<file path="src/inc/drive_pkg.sv">
// constants, field layout and types shared by the drive sequencer source logic
package drive_pkg;

	// ************************************************
	// clock and timing
	// ************************************************
	localparam int unsigned CLK_HZ         = 50_000_000;
	localparam int unsigned SEQ_TICK_MS    = 4;
	localparam int unsigned SEQ_TICK_CYC   = CLK_HZ / 1000 * SEQ_TICK_MS;
	localparam int unsigned BG_TICK_US     = 1000;
	localparam int unsigned BG_TICK_CYC    = CLK_HZ / 1_000_000 * BG_TICK_US;

	// ************************************************
	// register byte offsets
	// ************************************************
	localparam logic [7:0] OFF_CMD_WORD    = 8'h00;
	localparam logic [7:0] OFF_CMD_EN      = 8'h04;
	localparam logic [7:0] OFF_SEQ_PARAMS  = 8'h08;
	localparam logic [7:0] OFF_EVENT_FLAGS = 8'h0C;
	localparam logic [7:0] OFF_INT_MASK    = 8'h10;
	localparam logic [7:0] OFF_SEQ_STATUS  = 8'h14;

	// ************************************************
	// command word bit mapping
	// ************************************************
	localparam int CW_DRIVE_EN   = 0;
	localparam int CW_RUN_FWD    = 1;
	localparam int CW_JOG        = 2;
	localparam int CW_RUN_REV    = 3;
	localparam int CW_DIR_SEL    = 4;
	localparam int CW_RUN        = 5;
	localparam int CW_NOT_STOP   = 6;
	localparam int CW_AUTO       = 7;
	localparam int CW_REF_SEL    = 8;
	localparam int CW_JOG_REV    = 9;
	// reserved bits 10, 11 and the top bit are never stored
	localparam logic [15:0] CW_STORE_MASK = 16'h73FF;

	// ************************************************
	// individual sequencing parameter layout
	// ************************************************
	localparam int SP_DRIVE_EN   = 0;
	localparam int SP_RUN_FWD    = 1;
	localparam int SP_INCH       = 2;
	localparam int SP_RUN_REV    = 3;
	localparam int SP_DIR_SEL    = 4;
	localparam int SP_RUN_REQ    = 5;
	localparam int SP_KEEP_RUN   = 6;
	localparam int SP_JOG_BACK   = 7;
	localparam int SP_LATCH_EN   = 8;
	localparam int SP_W          = 9;

	// ************************************************
	// event flag bits and reset values
	// ************************************************
	localparam int EF_DEFAULTS   = 0;
	localparam int EF_MODE_CHG   = 1;
	localparam int EF_W          = 16;
	localparam logic [15:0] CMD_WORD_RST = 16'h0000;
	localparam logic [15:0] FLAGS_RST    = 16'h0000;
	localparam logic [SP_W-1:0] SP_RST   = 9'h000;

	// ************************************************
	// types
	// ************************************************
	typedef enum logic [1:0] {
		MODE_OPEN_LOOP,
		MODE_CLOSED_LOOP,
		MODE_SERVO,
		MODE_REGEN
	} drive_mode_t;

endpackage

</file>
<file path="src/logic/drive_seq_sources.sv">
// sequencer source selection, limit switch direction logic and event flags
//
// What this block does
// - closed loop: limits follow reference plus hard speed
// - flag bit 0 after defaults and save
// - flag bit 1 after mode change and save
// - flags cleared only by reset or software
// - command word ignored while its enable is zero
// - fixed command word bit mapping
// - word bits drive sequencer when enable and auto
// - individual parameters kept, merely ignored
// - otherwise individual parameters drive the sequencer
// - regen mode ignores starred word bits
// - low byte on 4 ms tick, high background
// - flag word 16 bits, resets to zero
// - command word top bit never set
// - open loop: limits follow pre-ramp reference sign
// - run latches cleared while not-stop is zero
// - active limit stops its own direction only
`timescale 1ns/1ns
module drive_seq_sources #(
	parameter int unsigned SEQ_TICK_CYCLES = drive_pkg::SEQ_TICK_CYC,
	parameter int unsigned BG_TICK_CYCLES  = drive_pkg::BG_TICK_CYC,
	parameter int unsigned REF_W           = 32
) (
	// clock and reset
	input  wire logic               sys_clk,
	input  wire logic               resetn,
	// apb slave
	input  wire logic               psel,
	input  wire logic               penable,
	input  wire logic               pwrite,
	input  wire logic [7:0]         paddr,
	input  wire logic [31:0]        pwdata,
	output logic [31:0]             prdata,
	output logic                    pready,
	output logic                    pslverr,
	output logic                    irq,
	// drive state
	input  drive_pkg::drive_mode_t  driveMode,
	input  wire logic signed [REF_W-1:0] preRampRef,
	input  wire logic signed [REF_W-1:0] hardSpeedRef,
	input  wire logic               fwdLimitSwitch,
	input  wire logic               revLimitSwitch,
	// drive events
	input  wire logic               defaultsLoaded,
	input  wire logic               modeChanged,
	input  wire logic               paramSaveDone,
	// sequencer sources
	output logic                    driveEnable,
	output logic                    runFwd,
	output logic                    jog,
	output logic                    runRev,
	output logic                    dirSelect,
	output logic                    runRequest,
	output logic                    notStop,
	output logic                    jogBackward,
	output logic                    refSelect,
	// limit switches
	output logic                    fwdLimitEnable,
	output logic                    revLimitEnable,
	output logic                    fwdStop,
	output logic                    revStop
);
	if (SEQ_TICK_CYCLES < 2 || BG_TICK_CYCLES < 2 || REF_W < 2) begin : g_bad_param
		$error("tick counts need at least 2 cycles, reference at least 2 bits");
	end

	localparam int SEQ_CW = $clog2(SEQ_TICK_CYCLES);
	localparam int BG_CW  = $clog2(BG_TICK_CYCLES);
	localparam logic [SEQ_CW-1:0] SEQ_LAST = SEQ_CW'(SEQ_TICK_CYCLES - 1);
	localparam logic [BG_CW-1:0]  BG_LAST  = BG_CW'(BG_TICK_CYCLES - 1);

	// ************************************************
	// reset release
	// ************************************************
	logic rstSync1_q;
	logic rstN;

	always_ff @(posedge sys_clk or negedge resetn) begin
		if (!resetn) begin
			rstSync1_q <= 1'b0;
			rstN       <= 1'b0;
		end else begin
			rstSync1_q <= 1'b1;
			rstN       <= rstSync1_q;
		end
	end

	// ************************************************
	// tick dividers
	// ************************************************
	logic [SEQ_CW-1:0] seqCnt_q;
	logic [BG_CW-1:0]  bgCnt_q;
	logic              seqTick;
	logic              bgTick;

	assign seqTick = (seqCnt_q == SEQ_LAST);
	assign bgTick  = (bgCnt_q == BG_LAST);

	always_ff @(posedge sys_clk or negedge rstN) begin
		if (!rstN) begin
			seqCnt_q <= '0;
			bgCnt_q  <= '0;
		end else begin
			seqCnt_q <= seqTick ? '0 : seqCnt_q + 1'b1;
			bgCnt_q  <= bgTick ? '0 : bgCnt_q + 1'b1;
		end
	end

	// ************************************************
	// apb slave and registers
	// ************************************************
	logic [15:0]                cmdWord_q;
	logic                       cmdEn_q;
	logic [drive_pkg::SP_W-1:0] seqParams_q;
	logic [15:0]                flags_q;
	logic [15:0]                mask_q;
	logic [15:0]                seqStatus;
	logic                       setup;
	logic                       wrAcc;
	logic                       flagsWr;
	logic [15:0]                flagsSet;
	logic                       mapped;

	assign setup   = psel && !penable;
	assign wrAcc   = psel && penable && pready && pwrite;
	assign flagsWr = wrAcc && (paddr == drive_pkg::OFF_EVENT_FLAGS);
	assign mapped  = (paddr == drive_pkg::OFF_CMD_WORD) || (paddr == drive_pkg::OFF_CMD_EN)
		|| (paddr == drive_pkg::OFF_SEQ_PARAMS) || (paddr == drive_pkg::OFF_EVENT_FLAGS)
		|| (paddr == drive_pkg::OFF_INT_MASK) || (paddr == drive_pkg::OFF_SEQ_STATUS);

	// read data is prepared in the setup cycle so prdata comes from a flop
	always_ff @(posedge sys_clk or negedge rstN) begin
		if (!rstN) begin
			pready  <= 1'b0;
			pslverr <= 1'b0;
			prdata  <= 32'h0000_0000;
		end else begin
			pready  <= setup;
			pslverr <= setup && !mapped;
			if (setup && !pwrite) begin
				case (paddr)
					drive_pkg::OFF_CMD_WORD:    prdata <= {16'h0000, cmdWord_q};
					drive_pkg::OFF_CMD_EN:      prdata <= {31'h0000_0000, cmdEn_q};
					drive_pkg::OFF_SEQ_PARAMS:  prdata <= {23'h00_0000, seqParams_q};
					drive_pkg::OFF_EVENT_FLAGS: prdata <= {16'h0000, flags_q};
					drive_pkg::OFF_INT_MASK:    prdata <= {16'h0000, mask_q};
					drive_pkg::OFF_SEQ_STATUS:  prdata <= {16'h0000, seqStatus};
					default:                    prdata <= 32'h0000_0000;
				endcase
			end
		end
	end

	// top and reserved bits never stored
	always_ff @(posedge sys_clk or negedge rstN) begin
		if (!rstN) begin
			cmdWord_q <= drive_pkg::CMD_WORD_RST;
		end else if (wrAcc && paddr == drive_pkg::OFF_CMD_WORD) begin
			cmdWord_q <= pwdata[15:0] & drive_pkg::CW_STORE_MASK;
		end
	end

	always_ff @(posedge sys_clk or negedge rstN) begin
		if (!rstN) begin
			cmdEn_q <= 1'b0;
			mask_q  <= 16'h0000;
		end else if (wrAcc) begin
			if (paddr == drive_pkg::OFF_CMD_EN) cmdEn_q <= pwdata[0];
			if (paddr == drive_pkg::OFF_INT_MASK) mask_q <= pwdata[15:0];
		end
	end

	// only software changes the individual parameters
	always_ff @(posedge sys_clk or negedge rstN) begin
		if (!rstN) begin
			seqParams_q <= drive_pkg::SP_RST;
		end else if (wrAcc && paddr == drive_pkg::OFF_SEQ_PARAMS) begin
			seqParams_q <= pwdata[drive_pkg::SP_W-1:0];
		end
	end

	// ************************************************
	// event flags
	// ************************************************
	logic defaultsDone;
	logic modeDone;

	event_arm u_defaults_evt (
		.clk       (sys_clk),
		.rstN      (rstN),
		.startEvt  (defaultsLoaded),
		.saveDone  (paramSaveDone),
		.donePulse (defaultsDone)
	);

	event_arm u_mode_evt (
		.clk       (sys_clk),
		.rstN      (rstN),
		.startEvt  (modeChanged),
		.saveDone  (paramSaveDone),
		.donePulse (modeDone)
	);

	always_comb begin
		flagsSet = 16'h0000;
		flagsSet[drive_pkg::EF_DEFAULTS] = defaultsDone;
		flagsSet[drive_pkg::EF_MODE_CHG] = modeDone;
	end

	// sticky, write one to clear, set wins over clear
	always_ff @(posedge sys_clk or negedge rstN) begin
		if (!rstN) begin
			flags_q <= drive_pkg::FLAGS_RST;
		end else begin
			flags_q <= (flags_q & ~(flagsWr ? pwdata[15:0] : 16'h0000)) | flagsSet;
		end
	end

	always_ff @(posedge sys_clk or negedge rstN) begin
		if (!rstN) begin
			irq <= 1'b0;
		end else begin
			irq <= |(flags_q & mask_q);
		end
	end

	// ************************************************
	// sampling
	// ************************************************
	logic [7:0]                 cmdLoS_q;
	logic [7:0]                 cmdHiS_q;
	logic                       enS_q;
	logic                       enBg_q;
	logic [drive_pkg::SP_W-1:0] parS_q;

	// low byte and parameters on the sequencing tick
	always_ff @(posedge sys_clk or negedge rstN) begin
		if (!rstN) begin
			cmdLoS_q <= 8'h00;
			enS_q    <= 1'b0;
			parS_q   <= drive_pkg::SP_RST;
		end else if (seqTick) begin
			cmdLoS_q <= cmdWord_q[7:0];
			enS_q    <= cmdEn_q;
			parS_q   <= seqParams_q;
		end
	end

	always_ff @(posedge sys_clk or negedge rstN) begin
		if (!rstN) begin
			cmdHiS_q <= 8'h00;
			enBg_q   <= 1'b0;
		end else if (bgTick) begin
			cmdHiS_q <= cmdWord_q[15:8];
			enBg_q   <= cmdEn_q;
		end
	end

	// ************************************************
	// source selection and latching
	// ************************************************
	logic regen;
	logic wordSeq;
	logic wordStar;
	logic srcDrive;
	logic srcRunFwd;
	logic srcJog;
	logic srcRunRev;
	logic srcDir;
	logic srcRun;
	logic srcNotStop;
	logic srcJogBack;
	logic latchEn;

	assign regen   = (driveMode == drive_pkg::MODE_REGEN);
	// word in control only with enable and auto bit
	assign wordSeq = enS_q && cmdLoS_q[drive_pkg::CW_AUTO];
	// starred bits fall back to the parameters in regen
	assign wordStar = wordSeq && !regen;
	assign latchEn  = parS_q[drive_pkg::SP_LATCH_EN];

	// bit mapping of the word onto the sequencer
	assign srcDrive   = wordSeq ? cmdLoS_q[drive_pkg::CW_DRIVE_EN] : parS_q[drive_pkg::SP_DRIVE_EN];
	assign srcRunFwd  = wordStar ? cmdLoS_q[drive_pkg::CW_RUN_FWD] : parS_q[drive_pkg::SP_RUN_FWD];
	assign srcJog     = wordStar ? cmdLoS_q[drive_pkg::CW_JOG] : parS_q[drive_pkg::SP_INCH];
	assign srcRunRev  = wordStar ? cmdLoS_q[drive_pkg::CW_RUN_REV] : parS_q[drive_pkg::SP_RUN_REV];
	assign srcDir     = wordStar ? cmdLoS_q[drive_pkg::CW_DIR_SEL] : parS_q[drive_pkg::SP_DIR_SEL];
	assign srcRun     = wordStar ? cmdLoS_q[drive_pkg::CW_RUN] : parS_q[drive_pkg::SP_RUN_REQ];
	assign srcNotStop = wordStar ? cmdLoS_q[drive_pkg::CW_NOT_STOP]
		: parS_q[drive_pkg::SP_KEEP_RUN];
	assign srcJogBack = wordStar ? cmdHiS_q[drive_pkg::CW_JOG_REV - 8]
		: parS_q[drive_pkg::SP_JOG_BACK];

	always_ff @(posedge sys_clk or negedge rstN) begin
		if (!rstN) begin
			driveEnable <= 1'b0;
			jog         <= 1'b0;
			dirSelect   <= 1'b0;
			notStop     <= 1'b0;
			jogBackward <= 1'b0;
		end else if (seqTick) begin
			driveEnable <= srcDrive;
			jog         <= srcJog;
			dirSelect   <= srcDir;
			notStop     <= srcNotStop;
			jogBackward <= srcJogBack;
		end
	end

	// run latches held only while not-stop is one
	always_ff @(posedge sys_clk or negedge rstN) begin
		if (!rstN) begin
			runFwd     <= 1'b0;
			runRev     <= 1'b0;
			runRequest <= 1'b0;
		end else if (seqTick) begin
			runFwd     <= srcNotStop ? (srcRunFwd || (latchEn && runFwd)) : 1'b0;
			runRev     <= srcNotStop ? (srcRunRev || (latchEn && runRev)) : 1'b0;
			runRequest <= srcNotStop ? (srcRun || (latchEn && runRequest)) : 1'b0;
		end
	end

	// reference select only follows the word, bit 7 plays no part
	always_ff @(posedge sys_clk or negedge rstN) begin
		if (!rstN) begin
			refSelect <= 1'b0;
		end else if (bgTick && enBg_q && !regen) begin
			refSelect <= cmdHiS_q[drive_pkg::CW_REF_SEL - 8];
		end
	end

	// ************************************************
	// limit switches
	// ************************************************
	logic signed [REF_W:0] refSum;
	logic signed [REF_W:0] limRef;

	assign refSum = {preRampRef[REF_W-1], preRampRef} + {hardSpeedRef[REF_W-1], hardSpeedRef};
	// open loop uses the pre-ramp reference alone
	assign limRef = (driveMode == drive_pkg::MODE_OPEN_LOOP)
		? {preRampRef[REF_W-1], preRampRef} : refSum;

	// zero reference enables both; regen has no direction, both enabled
	always_ff @(posedge sys_clk or negedge rstN) begin
		if (!rstN) begin
			fwdLimitEnable <= 1'b1;
			revLimitEnable <= 1'b1;
		end else begin
			fwdLimitEnable <= regen || !limRef[REF_W];
			revLimitEnable <= regen || limRef[REF_W] || (limRef == '0);
		end
	end

	// a switch stops only its own direction
	always_ff @(posedge sys_clk or negedge rstN) begin
		if (!rstN) begin
			fwdStop <= 1'b0;
			revStop <= 1'b0;
		end else begin
			fwdStop <= fwdLimitSwitch && fwdLimitEnable;
			revStop <= revLimitSwitch && revLimitEnable;
		end
	end

	assign seqStatus = {3'h0, fwdStop, revStop, fwdLimitEnable, revLimitEnable, refSelect,
		jogBackward, notStop, runRequest, runRev, dirSelect, jog, runFwd, driveEnable};
endmodule // drive_seq_sources

</file>
<file path="src/logic/event_arm.sv">
// arms on a start event and reports completion at the next save done
`timescale 1ns/1ns
module event_arm (
	// clock and reset
	input  wire logic clk,
	input  wire logic rstN,
	// events
	input  wire logic startEvt,
	input  wire logic saveDone,
	// result
	output logic      donePulse
);
	logic armed_q;

	// a save seen while armed completes the event; a new start re-arms
	always_ff @(posedge clk or negedge rstN) begin
		if (!rstN) begin
			armed_q <= 1'b0;
		end else if (startEvt) begin
			armed_q <= 1'b1;
		end else if (saveDone) begin
			armed_q <= 1'b0;
		end
	end

	always_ff @(posedge clk or negedge rstN) begin
		if (!rstN) begin
			donePulse <= 1'b0;
		end else begin
			donePulse <= armed_q && saveDone;
		end
	end
endmodule // event_arm

</file>
<file path="config.mk">
export PLATFORM = sky130hd
export DESIGN_NAME = drive_seq_sources
export DESIGN_NICKNAME = d
export VERILOG_FILES = /design/src/inc/drive_pkg.sv /design/src/logic/drive_seq_sources.sv /design/src/logic/event_arm.sv
export SDC_FILE = /design/constraint.sdc
export NUM_CORES = 1
export LEC_CHECK = 0
export BUFFER_PORTS_ARGS = -buffer_cell sky130_fd_sc_hd__buf_2
export CORE_MARGIN = 4
export CORE_UTILIZATION = 53
export DETAILED_ROUTE_END_ITERATION = 6
export PLACE_DENSITY = 0.77
export SLEW_MARGIN = 20
export SYNTH_ARGS = -nofsm -noshare
export SYNTH_HDL_FRONTEND = slang
export SYNTH_HIERARCHICAL = 1
export SYNTH_SLANG_ARGS = --single-unit
</file>
<file path="constraint.sdc">
create_clock -name sys_clk -period 7.06 [get_ports sys_clk]
set_input_delay 1.412 -clock sys_clk [delete_from_list [all_inputs] [get_ports sys_clk]]
set_output_delay 1.412 -clock sys_clk [all_outputs]
set_load 0.02 [all_outputs]
</file>
# Word-level counts from Yosys, hierarchy flattened
# Cells that the tools add are included.
# Widths: inputs -> output; s select.
# totals
ramBits	0
word_cells	113
input_bits	116
regBits	164
out_inout_bits	48
n_memories	0
mem_bits_ro	0
latchBits	0
# classes
n_lt_le_gt_ge	0
bitwise	4
n_reduce_logical	44
mul	0
n_div	0
addsub	3
eq_ne	8
muxes	19
shifts	0
# ops
operator	count
$pmux 16 s6	1
$add 32x32->33	1
$logic_not 33->1	1
$mux 33	1
$and 16x16->16	2
$mux 16	2
$logic_and 1x1->1	20
$add 18x1->18 const B	1
$eq 18x18->1 const B	1
$mux 18	1
$add 16x1->16 const B	1
$eq 16x16->1 const B	1
$eq 8x4->1 const B	2
$eq 8x5->1 const B	2
$not 16->16	1
$or 16x2->16	1
$reduce_or 16->1	1
$mux 1	14
$logic_or 1x1->1	11
$eq 8x3->1 const B	1
$logic_not 8->1	1
$logic_not 1->1	5
$reduce_and 2->1	2
$reduce_bool 2->1	2
2 further kinds	2

# Longest topological paths before layout
# logic_depth
depth_word	8
mapped_depth	12

# Cells and area by module
# The synthesis kept the hierarchy.
# by_module_without_submodules
mod	area_each_um2	cells_per_inst	n_inst
drive_seq_sources	8276.7	830	1
event_arm	68.8	5	2

# Worst setup path before layout
# Ideal clock, no wire load.
# synth_timing
path_type	input to register
start	input port preRampRef[0]
end	register revLimitEnable
setup_time_ns	0.086
required_time_ns	6.974
n_path_buf	0
slack_ns	3.024
cell_stages	12
arrival_time_ns	3.950
cell_sequence	ha_1 > fa_1 > a211oi_2 > nor3_1 > o311ai_1 > nand4_1 > a2111oi_2 > a31oi_1 > o211ai_1 > o211ai_1 > a2bb2oi_1 > o31ai_2
# synth_between
elab_chain_len	4
# synth_lines
item	line_no	text
start, declared	drive_seq_sources.sv:41	input wire logic signed [REF_W-1:0] preRampRef,
$add 32x32->33	drive_seq_sources.sv:340	assign refSum = {preRampRef[REF_W-1], preRampRef} + {hardSpeedRef[REF_W-1], hardSpeedRef};
$mux 33 (*)	drive_seq_sources.sv:343	? {preRampRef[REF_W-1], preRampRef} : refSum;
$logic_not 33->1 / $logic_or 1x1->1 (equally long branches)	drive_seq_sources.sv:352	revLimitEnable <= regen || limRef[REF_W] || (limRef == '0);
$logic_or 1x1->1 (*)	drive_seq_sources.sv:352	
end signal, assigned	drive_seq_sources.sv:352	
end, declared	drive_seq_sources.sv:61	output logic revLimitEnable,
# Mark *: on every way between the ends. The rest lies on a longest branch, timed or not.
# A chain may end at the register's enable or synchronous reset.

# Final worst setup path
# Ends and elaborated chain as after synthesis.

==> impl_metrics.ini <==
[critical_path]
crit_path_end_kind = flip-flop
crit_top_cell = sky130_fd_sc_hd__nor3_1
crit_arrival_ns = 4.47
timing.rr.end = enBg_q
worstPathRequired_ns = 7.40
critPathMaxFanout = 3
worst-setup-path-type = in2reg
worst_path_max_delay_cell = sky130_fd_sc_hd__fa_1
worst_setup_path_start_kind = primary input
r2r_slack_ns = 4.69
ff2ff_path_depth = 7
path_cells = buf_2 > ha_1 > fa_1 > a211oi_2 > nor3_1 > nor3_1 > o21ai_0 > xor2_1 > or4_1 > o31ai_1 > nand4_1 > o31ai_2
critical_path.max_stage_delay_ns = 0.44
reg2reg_from = bgCnt_q[0]
crit_family = compound AO/OA/AOI/OAI gates
buf_inv_stages_crit_path = 1

[global_route]
grt_max_degree = 77
grt_pass1_wl_microns = 32900
grt_use_total = 0.227
vias_in_the_first_global_route = 6675
overflow = 0
number_of_antenna_violations_at_the_first_check_in_global_routing = 0

[finish]
n_antenna_cell = 0
final_nets = 1120
most-common-layout-cells = sky130_fd_sc_hd__dfrtp_1 (145), sky130_fd_sc_hd__buf_2 (131), sky130_fd_sc_hd__nand2_1 (78), sky130_fd_sc_hd__mux2_2 (63), sky130_fd_sc_hd__nor2_1 (58)
layout_cell_share_with_drive_strength_beyond_1 = 0.263
filler_cell_count = 1263
layout.cells.non_filler = 1193
area_growth_pct = 17.0
layout_commonest_cell = sky130_fd_sc_hd__dfrtp_1

[route]
drt-pass1-iter-count = 5
first_iter_violations = 520
post_drt_wl_per_cell_microns = 16.9
detailroute.via_count = 6818
finalWirelength_microns = 20100
drcViolationCount = 0
postRouteAntennaNets = 0
routed_via_density = 5.72

[placed_design]
gpl.final_weighted_congestion = 0.875
dpl.cell_count = 1160
port_buffers = 131
place.detailed.hpwl_microns = 14700

[floorplanning]
placement_rows = 45
boundaryPins = 164
fp.dieH_microns = 134
dieArea_sq_um = 18000
coreArea_sq_um = 15400
initial_utilization = 0.547
die_x_microns = 134

[pwr]
sw_frac_of_total = 0.248
comb_power_share = 0.128
netSwitchingPower_uw = 504
seq_power_share = 0.428
power_report.internal_total_uw = 1520
power.leakage_uw = 0.00464
max-vdd-ir-drop_mv = 0.140
clock_power_share = 0.444
powerDensity_nw_per_um2 = 206

[worst_hold_path]
hold_path_depth = 0
min_to = rstN
timing.hold.worst.start = rstSync1_q
class_of_the_worst_hold_path = reg2reg

[timing]
timing.max_slew.rel_slack = 0.378
setup_repair_after_global_routing_missed_its_margin = no
worst-slew-pin-transition_ns = 0.933
min_period_ns = 4.13
timing_max_transition_violations_final = 0
skew_ns = 0.0110
post-route-period-util = 0.585
final_hold_viol_count = 0
fmax_ghz = 0.242
setup-tns-final_ns = 0
setup-violations-final = 0

[clocking]
cts_setup_buffers = 0
tritoncts_num_sinks = 148
ctsHtreeMaxLevel = 4
worst_setup_hold_path_clk_slew_ns = 0.06
tritoncts.num_buffers = 17
postCtsHoldBufs = 0
max-clock-path-buffers = 2
cts.root.buffer_cell = sky130_fd_sc_hd__clkbuf_16
cts-resized-gates = 0
clock_insertion_delay_worst_skew_ns = 0.42
clock_tree_from_tritoncts = yes

[yosys]
postSynthAreaPerCell_sq_um = 10.0
syn-cell-area_sq_um = 8410
yosys.cell_types.count = 71
synthFlopType = sky130_fd_sc_hd__dfrtp_1
synth_sequential_area_ratio = 0.440
synth_edf_count = 0
yosysWarningCount = 6
async_flop_share = 1.00
postSynthRegisterBits = 148
mapped_cells = 840

[flow_run]
max_cap_viol_count = 0

[status]
run_status = complete, no violations
==> synthesized netlist by cell type (all sizes together) (22+ instances only) <==
library cell	number	area share
xnor2	22	0.023
buf	30	0.022
ha	34	0.051
a21oi	41	0.026
nor2	58	0.026
mux2	63	0.084
inv	22	0.0098
o21ai	52	0.031
nand2	78	0.035
nand3	38	0.023
xor2	24	0.025
dfrtp	146	0.43
==> cells by family (layout without fill, tap and decap cells) <==
| family | after synthesis | count (layout) | share of synthesized area |
|---|---|---|---|
| AO/OA/AOI/OAI | 201 | 201 | 0.165 |
| adder cells (fa/ha/maj) | 35 | 35 | 0.0529 |
| other | 2 | 17 | 0.000893 |
| AND/OR/NAND/NOR | 259 | 259 | 0.147 |
| multiplexers | 80 | 80 | 0.106 |
| XOR/XNOR | 46 | 46 | 0.0479 |
| buffers and inverters | 69 | 196 | 0.0399 |
| flip-flops | 148 | 148 | 0.440 |
==> layout make-up <==
| class | count | area, sq um | area share |
|---|---|---|---|
| tap | 211 | 264 | 0.0268 |
| multi-input combinational | 638 | 4450 | 0.452 |
| timing repair buffer | 142 | 742 | 0.0753 |
| sequential | 148 | 3710 | 0.377 |
| inverter | 22 | 82.6 | 0.00839 |
| clock buffer | 24 | 502 | 0.0509 |
| clock inverter | 8 | 97.6 | 0.00991 |
==> routing by layer <==
metal  share of wire  wire length, microns  global-route usage  up-vias
met5               0                     0                   0        -
met4           0.016                   317              0.0623        0
met3           0.052                  1050              0.0405       27
met2            0.50                 10100               0.392      215
met1            0.43                  8650               0.296     3273
li1                -                     -                   -     3303
==> power groups by stage <==
stage                     sequential [uW]  clock, uW  combinational (uW)
after detailed placement              884          0                 257
after global routing                  870        950                 291
after global placement                884          0                 255
final                                 868        901                 260
after floorplan                       890          0                 179
after CTS                             869        911                 259
==> registers in the layout, summed over array words and instances, names as in the netlist, 2 cells and up <==
name and count:
seqCnt_q 18, mask_q 16, cmdWord_q 13, flags_q 16, seqParams_q 9, cmdLoS_q 8
cmdHiS_q 2, bgCnt_q 16, prdata 16, parS_q 9
==> worst max-delay path by stage <==
stage,from,end,slack [ns],cells after the start
6_report,preRampRef[0],revLimitEnable,2.93,12
5_1_grt,preRampRef[0],revLimitEnable,2.67,13
4_1_cts,preRampRef[0],revLimitEnable,2.92,13
3_5_place_dp,preRampRef[0],revLimitEnable,2.48,13
3_3_place_gp,preRampRef[0],revLimitEnable,2.50,13
2_1_floorplan,rstN,bgCnt_q[0],2.63,0
==> worst register-to-register path, stage by stage, from the launching register on <==
cell and delay, ns:
sky130_fd_sc_hd__dfrtp_1 0.39, sky130_fd_sc_hd__ha_1 0.20, sky130_fd_sc_hd__nand3_1 0.17, sky130_fd_sc_hd__nor2_1 0.28
sky130_fd_sc_hd__nand4_1 0.16, sky130_fd_sc_hd__nor4_2 0.44, sky130_fd_sc_hd__buf_4 0.27, sky130_fd_sc_hd__mux2_2 0.34
==> through the flow <==
step	hold WS (ns)	setup WS, ns	power (uW)	instance area, sq um	utilization
2_1_floorplan	0.331	2.63	1070	8470	-
3_3_place_gp	0.334	2.50	1140	9240	0.601
3_5_place_dp	0.343	2.48	1140	9240	0.601
4_1_cts	0.356	2.92	2040	9840	0.640
5_1_grt	0.375	2.67	2110	9850	0.641
6_report	0.353	2.93	2030	9850	0.641
Power figures use the tool's default switching activity.
